==> src/hw/uia_pkg.sv <==
// package: constants, register map and carrier types of the uart interrupt arbiter
package uia_pkg;

    // ---------------------------------------------------------------
    // sizes
    // ---------------------------------------------------------------
    localparam int unsigned NSRC   = 10;
    localparam int unsigned BIDW   = 12;
    localparam int unsigned THRW   = 11;
    localparam int unsigned NPRG   = 6;
    localparam int unsigned PRGW   = 7;

    // ---------------------------------------------------------------
    // register byte offsets
    // ---------------------------------------------------------------
    localparam logic [7:0] ADR_MASK  = 8'h00;
    localparam logic [7:0] ADR_STAT  = 8'h04;
    localparam logic [7:0] ADR_THR   = 8'h08;
    localparam logic [7:0] ADR_MODE1 = 8'h0c;
    localparam logic [7:0] ADR_LVL   = 8'h10;
    localparam logic [7:0] ADR_CMD   = 8'h14;
    localparam logic [7:0] ADR_CAP   = 8'h18;
    localparam logic [7:0] ADR_VEC   = 8'h1c;
    localparam logic [7:0] ADR_PRG0  = 8'h20;
    localparam logic [7:0] ADR_PRGN  = 8'h34;

    // ---------------------------------------------------------------
    // fields and codes
    // ---------------------------------------------------------------
    localparam logic [7:0] CMD_UPDATE    = 8'h01;
    localparam int unsigned MODE1_MSK_BIT = 6;
    localparam int unsigned VEC_MOD_BIT   = 8;
    localparam logic       CHAN          = 1'b0;
    localparam logic [7:0] VEC_RESET     = 8'h0f;

    // source indices
    localparam int unsigned SRC_RX_OK = 0;
    localparam int unsigned SRC_RX_ER = 1;
    localparam int unsigned SRC_WDOG  = 2;
    localparam int unsigned SRC_TX    = 3;
    localparam int unsigned SRC_BRK   = 4;
    localparam int unsigned SRC_LPBK  = 5;
    localparam int unsigned SRC_COS   = 6;
    localparam int unsigned SRC_XON   = 7;
    localparam int unsigned SRC_CT    = 8;
    localparam int unsigned SRC_ADDR  = 9;
    localparam int unsigned PRG_BASE  = SRC_BRK;

    // type codes, fifo sources use bits 3:1, programmed ones bits 4:1
    localparam logic [2:0] TY_RX_OK = 3'h1;
    localparam logic [2:0] TY_RX_ER = 3'h5;
    localparam logic [2:0] TY_WDOG  = 3'h4;
    localparam logic [2:0] TY_TX    = 3'h2;
    localparam logic [3:0] TY_BRK   = 4'he;
    localparam logic [3:0] TY_LPBK  = 4'hf;
    localparam logic [3:0] TY_COS   = 4'h6;
    localparam logic [3:0] TY_XON   = 4'h7;
    localparam logic [3:0] TY_CT    = 4'h8;
    localparam logic [3:0] TY_ADDR  = 4'hb;

    // fifo start levels (256 deep)
    localparam logic [8:0] LVL_HALF = 9'h080;
    localparam logic [8:0] LVL_3Q   = 9'h0c0;
    localparam logic [8:0] LVL_FULL = 9'h100;

    // ---------------------------------------------------------------
    // carrier types
    // ---------------------------------------------------------------
    typedef logic [NSRC-1:0][BIDW-1:0] uia_bids_t;

    typedef struct packed {
        logic        cyc;
        logic        stb;
        logic        we;
        logic [7:0]  adr;
        logic [3:0]  sel;
        logic [31:0] dat;
    } uia_wb_req_s;

    typedef struct packed {
        logic [BIDW-1:0] best;
    } uia_max_s;

    typedef struct packed {
        logic                      ack;
        logic [31:0]               dat;
        logic [NSRC-1:0]           mask;
        logic [NSRC-1:0]           ev;
        logic [THRW-1:0]           thr;
        logic                      mode1_msk;
        logic [1:0]                rx_lvl;
        logic [1:0]                tx_lvl;
        logic [NPRG-1:0][PRGW-1:0] prg;
        logic [7:0]                vec_base;
        logic                      vec_mod;
        logic [BIDW-1:0]           cap;
        logic [7:0]                vec;
        logic                      irq_n;
        logic                      ack_s1;
        logic                      ack_s2;
        logic                      ack_s3;
        logic                      phase;
    } uia_state_s;

endpackage : uia_pkg

==> src/hw/uia_arbiter.sv <==
// module: uart interrupt arbiter with wishbone register slave
`timescale 1ns/1ns
`default_nettype none
module uia_arbiter (
    // clock and reset
    input  wire  logic                   mclk_i,
    input  wire  logic                   rst_n_i,
    // wishbone slave
    input  wire  uia_pkg::uia_wb_req_s   wb_req_i,
    output logic [31:0]                  wb_dat_o,
    output logic                         wb_ack_o,
    // interrupt pins
    input  wire  logic                   intr_ack_strobe_n_i,
    output logic                         intr_request_n_o,
    output logic [7:0]                   vector_o,
    output logic [uia_pkg::BIDW-1:0]     current_winner_capture_o,
    // fifo sources
    input  wire  logic [8:0]             rx_count_i,
    input  wire  logic                   rx_error_i,
    input  wire  logic [8:0]             tx_empty_i,
    // event sources, one-cycle pulses, then the channel bits of the cos and ct bids
    input  wire  logic                   wdog_evt_i,
    input  wire  logic                   brk_evt_i,
    input  wire  logic                   lpbk_evt_i,
    input  wire  logic                   cos_evt_i,
    input  wire  logic                   xon_evt_i,
    input  wire  logic                   ct_evt_i,
    input  wire  logic                   addr_evt_i,
    input  wire  logic                   cos_port_i,
    input  wire  logic                   ct_unit_i
);
    localparam uia_pkg::uia_state_s RST = '{irq_n: 1'b1, ack_s1: 1'b1, ack_s2: 1'b1, ack_s3: 1'b1,
                                            vec_base: uia_pkg::VEC_RESET, vec: uia_pkg::VEC_RESET,
                                            default: '0};

    uia_pkg::uia_state_s s_r;
    uia_pkg::uia_state_s s_nxt;
    uia_pkg::uia_bids_t  bids;
    uia_pkg::uia_bids_t  elig;
    logic [uia_pkg::NSRC-1:0] act;
    logic [uia_pkg::NSRC-1:0] ev_set;
    logic [uia_pkg::BIDW-1:0] best;
    logic [7:0] rx_cnt8;
    logic [7:0] tx_cnt8;
    logic       rx_start;
    logic       tx_start;
    logic       wr;
    logic       rd;
    logic       ack_edge;
    logic       cmd_upd;
    logic [31:0] mrg_mask;
    logic [31:0] mrg_clr;
    logic [31:0] mrg_thr;

    // ---------------------------------------------------------------
    // fifo level qualification
    // ---------------------------------------------------------------
    function automatic logic lvl_met(input logic [1:0] sel, input logic [8:0] cnt);
        case (sel)
            2'h0:    lvl_met = (cnt != 9'h000);
            2'h1:    lvl_met = (cnt >= uia_pkg::LVL_HALF);
            2'h2:    lvl_met = (cnt >= uia_pkg::LVL_3Q);
            default: lvl_met = (cnt >= uia_pkg::LVL_FULL);
        endcase
    endfunction : lvl_met

    // byte-lane merge for writes
    function automatic logic [31:0] merge(input logic [31:0] old, input logic [31:0] nw,
                                          input logic [3:0] sel);
        logic [31:0] m;
        m = old;
        for (int b = 0; b < 4; b++) begin
            if (sel[b]) begin
                m[8*b +: 8] = nw[8*b +: 8];
            end
        end
        merge = m;
    endfunction : merge

    // level start and 8-bit saturated counts
    assign rx_start = lvl_met(s_r.rx_lvl, rx_count_i);
    assign tx_start = lvl_met(s_r.tx_lvl, tx_empty_i);
    assign rx_cnt8  = rx_count_i[8] ? 8'hff : rx_count_i[7:0];
    assign tx_cnt8  = tx_empty_i[8] ? 8'hff : tx_empty_i[7:0];

    // ---------------------------------------------------------------
    // bid assembly
    // ---------------------------------------------------------------
    always_comb begin
        bids                     = '0;
        bids[uia_pkg::SRC_RX_OK] = {rx_cnt8, uia_pkg::TY_RX_OK, uia_pkg::CHAN};
        bids[uia_pkg::SRC_RX_ER] = {rx_cnt8, uia_pkg::TY_RX_ER, uia_pkg::CHAN};
        bids[uia_pkg::SRC_WDOG]  = {rx_cnt8, uia_pkg::TY_WDOG, uia_pkg::CHAN};
        bids[uia_pkg::SRC_TX]    = {tx_cnt8, uia_pkg::TY_TX, uia_pkg::CHAN};
        bids[uia_pkg::SRC_BRK]   = {s_r.prg[0], uia_pkg::TY_BRK, uia_pkg::CHAN};
        bids[uia_pkg::SRC_LPBK]  = {s_r.prg[1], uia_pkg::TY_LPBK, uia_pkg::CHAN};
        bids[uia_pkg::SRC_COS]   = {s_r.prg[2], uia_pkg::TY_COS, cos_port_i};
        bids[uia_pkg::SRC_XON]   = {s_r.prg[3], uia_pkg::TY_XON, uia_pkg::CHAN};
        bids[uia_pkg::SRC_CT]    = {s_r.prg[4], uia_pkg::TY_CT, ct_unit_i};
        bids[uia_pkg::SRC_ADDR]  = {s_r.prg[5], uia_pkg::TY_ADDR, uia_pkg::CHAN};
    end

    // active conditions: fifo levels and sticky events
    always_comb begin
        act                     = s_r.ev;
        act[uia_pkg::SRC_RX_OK] = rx_start & ~rx_error_i;
        act[uia_pkg::SRC_RX_ER] = rx_error_i & (rx_count_i != 9'h000);
        act[uia_pkg::SRC_TX]    = tx_start;
    end

    // event pulses into sticky positions
    always_comb begin
        ev_set                    = '0;
        ev_set[uia_pkg::SRC_WDOG] = wdog_evt_i;
        ev_set[uia_pkg::SRC_BRK]  = brk_evt_i;
        ev_set[uia_pkg::SRC_LPBK] = lpbk_evt_i;
        ev_set[uia_pkg::SRC_COS]  = cos_evt_i;
        ev_set[uia_pkg::SRC_XON]  = xon_evt_i;
        ev_set[uia_pkg::SRC_CT]   = ct_evt_i;
        ev_set[uia_pkg::SRC_ADDR] = addr_evt_i;
    end

    // eligibility: enabled, active and above threshold, else zero
    genvar g;
    generate
        for (g = 0; g < uia_pkg::NSRC; g++) begin : g_elig
            assign elig[g] = (s_r.mask[g] && act[g] && (bids[g][uia_pkg::BIDW-1:1] > s_r.thr))
                             ? bids[g] : '0;
        end
    endgenerate

    // highest bid, evaluated on every second clock
    uia_bid_max u_max (
        .mclk_i  (mclk_i),
        .rst_n_i (rst_n_i),
        .eval_i  (s_r.phase),
        .bids_i  (elig),
        .best_o  (best)
    );

    // ---------------------------------------------------------------
    // bus decode and strobes
    // ---------------------------------------------------------------
    assign wr       = wb_req_i.cyc & wb_req_i.stb & wb_req_i.we & ~s_r.ack;
    assign rd       = wb_req_i.cyc & wb_req_i.stb & ~wb_req_i.we & ~s_r.ack;
    assign ack_edge = s_r.ack_s3 & ~s_r.ack_s2;
    assign cmd_upd  = wr && (wb_req_i.adr == uia_pkg::ADR_CMD) && wb_req_i.sel[0]
                      && (wb_req_i.dat[7:0] == uia_pkg::CMD_UPDATE);
    // byte-merged write words, cut to each field width where used
    assign mrg_mask = merge(32'(s_r.mask), wb_req_i.dat, wb_req_i.sel);
    assign mrg_clr  = merge(32'h0, wb_req_i.dat, wb_req_i.sel);
    assign mrg_thr  = merge(32'(s_r.thr), wb_req_i.dat, wb_req_i.sel);

    // next state
    always_comb begin
        s_nxt        = s_r;
        s_nxt.ack    = wb_req_i.cyc & wb_req_i.stb & ~s_r.ack;
        s_nxt.phase  = ~s_r.phase;
        s_nxt.ack_s1 = intr_ack_strobe_n_i;
        s_nxt.ack_s2 = s_r.ack_s1;
        s_nxt.ack_s3 = s_r.ack_s2;
        s_nxt.irq_n  = (best == '0);
        s_nxt.ev     = s_r.ev | ev_set;
        // register writes
        if (wr) begin
            case (wb_req_i.adr)
                uia_pkg::ADR_MASK: begin
                    s_nxt.mask = mrg_mask[uia_pkg::NSRC-1:0];
                end
                uia_pkg::ADR_STAT: begin
                    // write one clears, a new event wins
                    s_nxt.ev = (s_r.ev & ~mrg_clr[uia_pkg::NSRC-1:0]) | ev_set;
                end
                uia_pkg::ADR_THR: begin
                    s_nxt.thr = mrg_thr[uia_pkg::THRW-1:0];
                end
                uia_pkg::ADR_MODE1: begin
                    if (wb_req_i.sel[0]) begin
                        s_nxt.mode1_msk = wb_req_i.dat[uia_pkg::MODE1_MSK_BIT];
                    end
                end
                uia_pkg::ADR_LVL: begin
                    if (wb_req_i.sel[0]) begin
                        s_nxt.rx_lvl = wb_req_i.dat[1:0];
                        s_nxt.tx_lvl = wb_req_i.dat[3:2];
                    end
                end
                uia_pkg::ADR_VEC: begin
                    if (wb_req_i.sel[0]) begin
                        s_nxt.vec_base = wb_req_i.dat[7:0];
                    end
                    if (wb_req_i.sel[1]) begin
                        s_nxt.vec_mod = wb_req_i.dat[uia_pkg::VEC_MOD_BIT];
                    end
                end
                default: begin
                    if ((wb_req_i.adr >= uia_pkg::ADR_PRG0) && (wb_req_i.adr <= uia_pkg::ADR_PRGN)
                        && (wb_req_i.adr[1:0] == 2'h0) && wb_req_i.sel[0]) begin
                        s_nxt.prg[3'(wb_req_i.adr[7:2] - uia_pkg::ADR_PRG0[7:2])] = wb_req_i.dat[6:0];
                    end
                end
            endcase
        end
        // capture on acknowledge edge or update command
        if (ack_edge || cmd_upd) begin
            s_nxt.cap = best;
            s_nxt.vec = s_r.vec_mod ? {s_r.vec_base[7:5], best[4:1], best[0]} : s_r.vec_base;
        end
        // read data, zero for unmapped offsets
        s_nxt.dat = '0;
        if (rd) begin
            case (wb_req_i.adr)
                uia_pkg::ADR_MASK:  s_nxt.dat = 32'(s_r.mask);
                uia_pkg::ADR_STAT:  s_nxt.dat = 32'(s_r.mode1_msk ? (act & s_r.mask) : act);
                uia_pkg::ADR_THR:   s_nxt.dat = 32'(s_r.thr);
                uia_pkg::ADR_MODE1: s_nxt.dat = 32'(s_r.mode1_msk) << uia_pkg::MODE1_MSK_BIT;
                uia_pkg::ADR_LVL:   s_nxt.dat = 32'({s_r.tx_lvl, s_r.rx_lvl});
                uia_pkg::ADR_CAP:   s_nxt.dat = 32'(s_r.cap);
                uia_pkg::ADR_VEC:   s_nxt.dat = 32'({s_r.vec_mod, s_r.vec_base});
                default: begin
                    if ((wb_req_i.adr >= uia_pkg::ADR_PRG0) && (wb_req_i.adr <= uia_pkg::ADR_PRGN)
                        && (wb_req_i.adr[1:0] == 2'h0)) begin
                        s_nxt.dat = 32'(s_r.prg[3'(wb_req_i.adr[7:2] - uia_pkg::ADR_PRG0[7:2])]);
                    end
                end
            endcase
        end
    end

    // state register
    always_ff @(posedge mclk_i) begin
        if (!rst_n_i) begin
            s_r <= RST;
        end else begin
            s_r <= s_nxt;
        end
    end

    // outputs straight from state
    assign wb_dat_o                 = s_r.dat;
    assign wb_ack_o                 = s_r.ack;
    assign intr_request_n_o         = s_r.irq_n;
    assign vector_o                 = s_r.vec;
    assign current_winner_capture_o = s_r.cap;

    // ---------------------------------------------------------------
    // checks
    // ---------------------------------------------------------------
    property p_req_follows_win;
        @(posedge mclk_i) disable iff (!rst_n_i)
        intr_request_n_o == ($past(best) == '0);
    endproperty
    a_req_follows_win: assert property (p_req_follows_win) else $error("request not tied to winner");

    property p_mask_blocks;
        @(posedge mclk_i) disable iff (!rst_n_i)
        (s_r.mask == '0) [*4] |-> (best == '0) && intr_request_n_o;
    endproperty
    a_mask_blocks: assert property (p_mask_blocks) else $error("masked source won");

    property p_ack_capture;
        @(posedge mclk_i) disable iff (!rst_n_i)
        ack_edge |=> (current_winner_capture_o == $past(best));
    endproperty
    a_ack_capture: assert property (p_ack_capture) else $error("acknowledge capture wrong");

    property p_cmd_capture;
        @(posedge mclk_i) disable iff (!rst_n_i)
        cmd_upd |=> (current_winner_capture_o == $past(best));
    endproperty
    a_cmd_capture: assert property (p_cmd_capture) else $error("update command capture wrong");

    property p_cap_holds;
        @(posedge mclk_i) disable iff (!rst_n_i)
        !(ack_edge || cmd_upd) |=> $stable(current_winner_capture_o);
    endproperty
    a_cap_holds: assert property (p_cap_holds) else $error("capture changed without cause");

    property p_thr_exceed;
        @(posedge mclk_i) disable iff (!rst_n_i)
        $changed(best) && (best != '0) |-> (best[uia_pkg::BIDW-1:1] > $past(s_r.thr));
    endproperty
    a_thr_exceed: assert property (p_thr_exceed) else $error("winner not above threshold");

    property p_eval_cadence;
        @(posedge mclk_i) disable iff (!rst_n_i)
        $changed(best) |-> $past(s_r.phase) ##1 !$changed(best);
    endproperty
    a_eval_cadence: assert property (p_eval_cadence) else $error("arbitration off cadence");

    property p_wb_ack_pulse;
        @(posedge mclk_i) disable iff (!rst_n_i)
        (wb_req_i.cyc && wb_req_i.stb && !wb_ack_o) |=> wb_ack_o ##1 !wb_ack_o;
    endproperty
    a_wb_ack_pulse: assert property (p_wb_ack_pulse) else $error("bus acknowledge not one cycle");

    property p_none_zero;
        @(posedge mclk_i) disable iff (!rst_n_i)
        (ack_edge && (best == '0)) |=> (current_winner_capture_o == '0) && intr_request_n_o;
    endproperty
    a_none_zero: assert property (p_none_zero) else $error("empty capture not zero");

endmodule : uia_arbiter
`default_nettype wire

==> src/hw/uia_bid_max.sv <==
// module: registered highest-bid selector over all source bids
`timescale 1ns/1ns
`default_nettype none
module uia_bid_max (
    // clock and reset
    input  wire  logic             mclk_i,
    input  wire  logic             rst_n_i,
    // evaluation strobe and bids
    input  wire  logic             eval_i,
    input  wire  uia_pkg::uia_bids_t bids_i,
    // result
    output logic [uia_pkg::BIDW-1:0] best_o
);
    uia_pkg::uia_max_s s_r;
    uia_pkg::uia_max_s s_nxt;
    logic [uia_pkg::BIDW-1:0] chain [0:uia_pkg::NSRC];

    // ---------------------------------------------------------------
    // compare chain
    // ---------------------------------------------------------------
    assign chain[0] = '0;
    genvar g;
    generate
        for (g = 0; g < uia_pkg::NSRC; g++) begin : g_max
            assign chain[g+1] = (bids_i[g] > chain[g]) ? bids_i[g] : chain[g];
        end
    endgenerate

    // next state: new result only on an evaluation strobe
    always_comb begin
        s_nxt = s_r;
        if (eval_i) begin
            s_nxt.best = chain[uia_pkg::NSRC];
        end
    end

    // state register
    always_ff @(posedge mclk_i) begin
        if (!rst_n_i) begin
            s_r <= '0;
        end else begin
            s_r <= s_nxt;
        end
    end

    assign best_o = s_r.best;

endmodule : uia_bid_max
`default_nettype wire

==> config.mk <==
export PLATFORM = sky130hd
export DESIGN_NAME = uia_arbiter
export DESIGN_NICKNAME = d
export VERILOG_FILES = /design/src/hw/uia_pkg.sv /design/src/hw/uia_arbiter.sv /design/src/hw/uia_bid_max.sv
export SDC_FILE = /design/constraint.sdc
export NUM_CORES = 1
export LEC_CHECK = 0
export ABC_AREA = 1
export BUFFER_PORTS_ARGS = -buffer_cell sky130_fd_sc_hd__buf_2
export CORE_MARGIN = 2
export CORE_UTILIZATION = 40
export CTS_CLUSTER_DIAMETER = 100
export DETAILED_ROUTE_END_ITERATION = 8
export GPL_TIMING_DRIVEN = 0
export HOLD_SLACK_MARGIN = 0.02
export PLACE_DENSITY = 0.54
export SETUP_SLACK_MARGIN = 0.5
export SKIP_LAST_GASP = 1
export SYNTH_ARGS = -nofsm -noshare
export SYNTH_HDL_FRONTEND = slang
export SYNTH_SLANG_ARGS = --single-unit
==> constraint.sdc <==
create_clock -name mclk_i -period 18.9 [get_ports mclk_i]
set_input_delay 0.945 -clock mclk_i [delete_from_list [all_inputs] [get_ports mclk_i]]
set_output_delay 0.945 -clock mclk_i [all_outputs]
set_load 0.01 [all_outputs]
==> impl_metrics.toml, run 1 <==
[status]
status = "completed"

[power]
switching_share = 0.3503
combPwrFrac = 0.257
clock_power_share = 0.392
cellPowerDensity_nw_per_um2 = 69.79
leakagePower_uw = 0.006023
ir_worst_vdd_uv = 58.86
intPower_uw = 560.0
seqPwrFrac = 0.351
power.switching_uw = 302.0

[yosys]
ys_seq_area_frac = 0.2480
syn_inst = 1599
synth_common_cells = "280 x nand2_1, 184 x inv_1, 177 x nor2_1"
synth_cell_types = 50
yosysMostFrequentCell = "nand2_1"
syn_area_sq_um = 10820
ys.warnings.count = 0
yosysTopAreaCell = "dfxtp_1"
synth_edf_count = 0
avgSynthCellArea_sq_um = 6.765
synth_area_leaders = "dfxtp_1 25%, ha_1 16%, nand2_1 9.7%, o21ai_0 7.7%, a21oi_1 7.1%"
async_flop_share = 0
ys_ff_latch = 134
ys.flop_type = "dfxtp_1"
yosys.area.top_type_share = 0.2480

[floorplan]
die_area_sq_um = 28380
fp.dieH_um = 168.5
num_io_pins = 132
coreArea_sq_um = 26730
fp.dieW_um = 168.5
rows = 60
start_util = 0.4048

[sta]
finalSetupViolCount = 0
min_period_ns = 16.52
clock.fmax_mhz = 60.54
tns_ns = 0
skew_ns = 0.009530
slew_headroom = 0.4488
final-max-slew-violation-count = 0
finalCritPeriodShare = 0.8740
finalHoldViolCount = 0
worstMarginPinSlew_ns = 0.8268
rsz0062_at_grt = "no"

[global_route]
grt_pass1_vias = 10590
grt_overflow = 0
grt_max_degree = 17
grtUsageTotal = 0.2674
antenna_found_initial = 2
grt_pass1_wl_um = 58970

[run]
cap_violations = 0

[setup_path]
path_max_fanout = 10
path_buf_inv = 15
slowest_stage = "ha_1"
endpoint_kind = "flop"
cp_data_required_time_ns = 19.27
arrival_ns = 16.89
crit_type = "input pin to flop"
critPathTopFamily = "simple AND/OR/NAND/NOR gates"
crit_top_cell = "nand2_1"
start_kind = "input pin"
max_stage_delay_ns = 0.35

[cts]
clock-root-buffer = "clkbuf_16"
clock_path_buffers = 2
clk-insertion-delay-late_ns = 0.43
cts.sinks = 134
h-tree-depth = 4
ctsHoldBuffers = 0
clkSlewWorstSetupHoldPaths_ns = 0.07
cts_tree = "done"
cts_made_buffers = 17

[place]
dp_hpwl_um = 29800
gp_congestion = 0.9453
placed_cell_area_sq_um = 11740
io_buffers = 85

[route]
drtPass1Iterations = 7
wl_per_cell_um = 18.12
first_iter_violations = 947
finalWirelength_um = 37650
dr_wl_met2_um = 17220
via_count = 11160
avgViaCountPerCell = 5.371
met3RoutedLength_um = 1937
antenna_left = 0
met1_length_um = 17300
highest_layer = "met4"
route.detailed.drc = 0

[final_layout]
fill_cells = 2828
drive_gt1_frac = 0.1337
syn_to_final_growth_pct = 14.18
nets = 1941
design_area_sq_um = 12350

[min_path]
hold_path.class = "flop to flop"
## cell type report
| type | count | area [sq um] | share of cell area |
|---|---|---|---|
| Clock inverter | 15 | 162.7 | 0.01317 |
| Inverter | 194 | 728.2 | 0.05895 |
| Sequential cell | 134 | 2683 | 0.2172 |
| Tap cell | 341 | 426.7 | 0.03454 |
| Buffer | 99 | 605.6 | 0.04903 |
| Antenna cell | 2 | 5.005 | 0.0004052 |
| Multi-Input combinational cell | 1191 | 6890 | 0.5578 |
| Clock buffer | 17 | 425.4 | 0.03444 |
| Timing Repair Buffer | 85 | 425.4 | 0.03444 |
## cells by family after synthesis
| kind of cell | count (synthesis) | synth area share |
|---|---|---|
| and+or+nand+nor | 596 | 0.2379 |
| AOI/OAI and AO/OA | 434 | 0.2280 |
| buffers and inverters | 293 | 0.1227 |
| adders and majority gates | 141 | 0.1631 |
| DFF | 134 | 0.2480 |
| other | 1 | 0.0003466 |
## metal layers
layer | track usage | vias up
li1 | - | 5648
met5 | 0 | -
met4 | 0.1012 | 0
met3 | 0.03507 | 63
met2 | 0.4493 | 332
met1 | 0.3504 | 5117
## power by group through the flow
stage | Combinational (uW) | Clock (uW) | Sequential, uW
floorplan | 160 | 0 | 305
global placement | 215 | 0 | 309
detailed placement | 217 | 0 | 309
CTS | 218 | 340 | 303
global route | 256 | 351 | 303
finish | 221 | 338 | 303
## path summary, 6_finish.rpt
check                        from                      endpoint  slack (ns)  depth (start not counted)
min           s_nxt[2]$_SDFF_PN1_           s_nxt[1]$_SDFF_PN1_        0.41                          1
max reg2reg  s_r[89]$_SDFFE_PN0P_  u_max.best_o[1]$_SDFFE_PN0P_        2.63                        102
max                 rx_count_i[8]  u_max.best_o[1]$_SDFFE_PN0P_        2.38                        103
min reg2reg   s_nxt[2]$_SDFF_PN1_           s_nxt[1]$_SDFF_PN1_        0.41                          1
## cell usage in the layout (no fill, tap or decap), drive strengths merged, types with 3 or more instances in the layout
master	n
a221oi	14
a21oi	157
a211oi	5
nand2	295
a2111oi	3
nand3	63
nor4	7
nor3	10
a32o	3
nor2	183
buf	146
o221ai	8
a31oi	12
clkinv	5
o2111ai	4
conb	20
nand4	22
a21o	5
or2	3
a311oi	4
inv	202
ha	141
o211ai	9
o22ai	18
o21ai	182
nand3b	9
clkbuf	55
dfxtp	134
## timing repair
item,4_1_cts,5_1_grt
buffers inserted,0,0
resized for setup,0,15
setup endpoints to repair,0,12
## stage by stage
step / hold slack, ns / instances / setup slack, ns / total power, uW / util
2_1_floorplan: 0.3917 / 1618 / 4.006 / 464.4 / -
3_3_place_gp: 0.4040 / 2044 / 1.263 / 524.0 / 0.4393
3_5_place_dp: 0.4025 / 2044 / 1.158 / 526.3 / 0.4393
4_1_cts: 0.4201 / 2076 / 1.583 / 861.1 / 0.4613
5_1_grt: 0.4293 / 2078 / 0.6479 / 910.1 / 0.4622
6_report: 0.4144 / 2078 / 2.381 / 862.0 / 0.4622
## worst register-to-register path, delay by kind of cell, from the launching register on
kind                       cells  cell delay [ns]
DFF                            1             0.31
and+or+nand+nor               50             5.53
adders and majority gates     10             3.22
buffers and inverters         15             2.43
AOI/OAI and AO/OA             27             4.71
(Power assumes the default switching activity.)
==> inputs of run 2 (changes only) <==
CORE_UTILIZATION = 42   (was 40)
PLACE_DENSITY = 0.57   (was 0.54)
==> run 2 against run 1 <==
Power decreased by 3.4%. Clock power decreased by 8.9%. Utilization increased by 2.5 points. Largest power group unchanged. Count of clock-buffer cells in the layout increased by 1.
==> impl_metrics.toml, run 2 (synthesized netlist as in run 1, its figures left out) <==
[status]
status = "completed"

[setup_path]
path_max_fanout = 10
r2r_end = "u_max.best_o[1]$_SDFFE_PN0P_"
slowest_stage = "a2111oi_1"
crit_top_cell = "nand2_1"
reg2reg_from = "s_r[89]$_SDFFE_PN0P_"
endpoint_kind = "flop"
crit_type = "input pin to flop"
reg2reg_slack_ns = 2.54
start_kind = "input pin"
reg2reg_depth = 102
max_stage_delay_ns = 0.37
cp_data_required_time_ns = 19.26
arrival_ns = 16.94

[final_layout]
syn_to_final_growth_pct = 13.64
fill_cells = 2687
final_common_cell = "nand2_1"
multi_input_area_sq_um = 6892
drive_gt1_frac = 0.1343
post-route-util = 0.4868
regArea_sq_um = 2683
mostFrequentLayoutCells = "277 x nand2_1, 184 x inv_1, 177 x nor2_1"
nets = 1941

[route]
avgViaCountPerCell = 5.415
via_count = 11190
first_iter_violations = 936
route.detailed.drc = 0
antenna_left = 0
drtPass1Iterations = 5
wl_per_cell_um = 17.88
finalWirelength_um = 36950

[cts]
clock_path_buffers = 2
cts_setup_buffers = 0
cts_resized = 0
clk-insertion-delay-late_ns = 0.43
h-tree-depth = 4
clkSlewWorstSetupHoldPaths_ns = 0.06
clock-root-buffer = "clkbuf_16"
cts_made_buffers = 17
ctsHoldBuffers = 0
cts_tree = "done"
cts.sinks = 134

[min_path]
min_path_cells = 1
min_delay_worst_endpoint = "s_nxt[1]$_SDFF_PN1_"
hold_path.class = "flop to flop"
min_from = "s_nxt[2]$_SDFF_PN1_"

[global_route]
grt_pass1_vias = 10370
grt_overflow = 0
grt_max_degree = 17
grtUsageTotal = 0.2759
grt_pass1_wl_um = 57280
antenna_found_initial = 0

[floorplan]
die_area_sq_um = 27060
rows = 58
fp.dieW_um = 164.5
coreArea_sq_um = 25250
num_io_pins = 132
fp.dieH_um = 164.5
start_util = 0.4284

[power]
combPwrFrac = 0.267
cellPowerDensity_nw_per_um2 = 67.73
switching_share = 0.3466
clock_power_share = 0.370
power.switching_uw = 288.6
seqPwrFrac = 0.364
intPower_uw = 544.0
leakagePower_uw = 0.005988
ir_worst_vdd_uv = 51.64

[run]
cap_violations = 0

[sta]
tns_ns = 0
clock.fmax_mhz = 60.33
final-max-slew-violation-count = 0
finalHoldViolCount = 0
finalSetupViolCount = 0
rsz0062_at_grt = "no"
min_period_ns = 16.58
skew_ns = 0.01032
finalCritPeriodShare = 0.8771
worstMarginPinSlew_ns = 0.8493
slew_headroom = 0.4338

[place]
io_buffers = 85
gp_congestion = 0.9886
dp_hpwl_um = 29120
[run 2: final cells by class]
class | count | share of cell area
flip-flops and latches | 134 | 0.2182
inverters | 194 | 0.05924
plain buffers | 99 | 0.04926
diodes | 1 | 0.0002036
clock inverters | 14 | 0.008550
repair buffers | 85 | 0.03461
clock buffers | 18 | 0.03573
well taps | 330 | 0.03359
multi-input cells | 1191 | 0.5606
[run 2: worst max path at each step]
stage,start,to,slack [ns],cells past startpoint
after floorplan,rx_count_i[8],u_max.best_o[10]$_SDFFE_PN0P_,4.01,105
after global placement,rx_count_i[8],u_max.best_o[5]$_SDFFE_PN0P_,1.32,102
after detailed placement,rx_count_i[8],u_max.best_o[5]$_SDFFE_PN0P_,1.01,100
after CTS,rx_count_i[8],u_max.best_o[5]$_SDFFE_PN0P_,1.45,100
after global routing,rx_count_i[8],u_max.best_o[5]$_SDFFE_PN0P_,0.48,101
final,rx_count_i[8],u_max.best_o[1]$_SDFFE_PN0P_,2.32,103
[run 2: routing by layer]
layer | wire length (um) | vias to the layer above | global-route usage | part of all wire
met3 | 1921 | 63 | 0.03340 | 0.052
met5 | 0 | - | 0 | 0
met4 | 1142 | 0 | 0.09447 | 0.031
met1 | 17030 | 5128 | 0.3708 | 0.46
met2 | 16850 | 353 | 0.4572 | 0.46
li1 | - | 5643 | - | -
[run 2: power groups by stage]
stage	Clock, uW	Combinational, uW	Sequential [uW]
floorplan	0	160	305
global placement	0	215	309
detailed placement	0	218	309
CTS	309	218	303
global route	320	253	304
finish	308	222	303
[run 2: per-stage QoR]
| step | power [uW] | hold slack (ns) | worst slack, ns | instances | area, sq um |
|---|---|---|---|---|---|
| final | 832.6 | 0.4110 | 2.324 | 2066 | 12290 |
| after global routing | 877.5 | 0.4363 | 0.4771 | 2065 | 12290 |
| after CTS | 830.3 | 0.4124 | 1.449 | 2065 | 12270 |
| after detailed placement | 526.8 | 0.4004 | 1.010 | 2033 | 11730 |
| after global placement | 523.8 | 0.3999 | 1.323 | 2033 | 11730 |
| after floorplan | 464.4 | 0.3917 | 4.006 | 1618 | 10890 |
[run 2: worst max-delay path: cells and delay by family]
family	cells	cell delay (ns)
AO/OA/AOI/OAI	30	5.43
adder cells (fa/ha/maj)	10	3.11
buffers and inverters	15	2.20
AND/OR/NAND/NOR	48	5.20
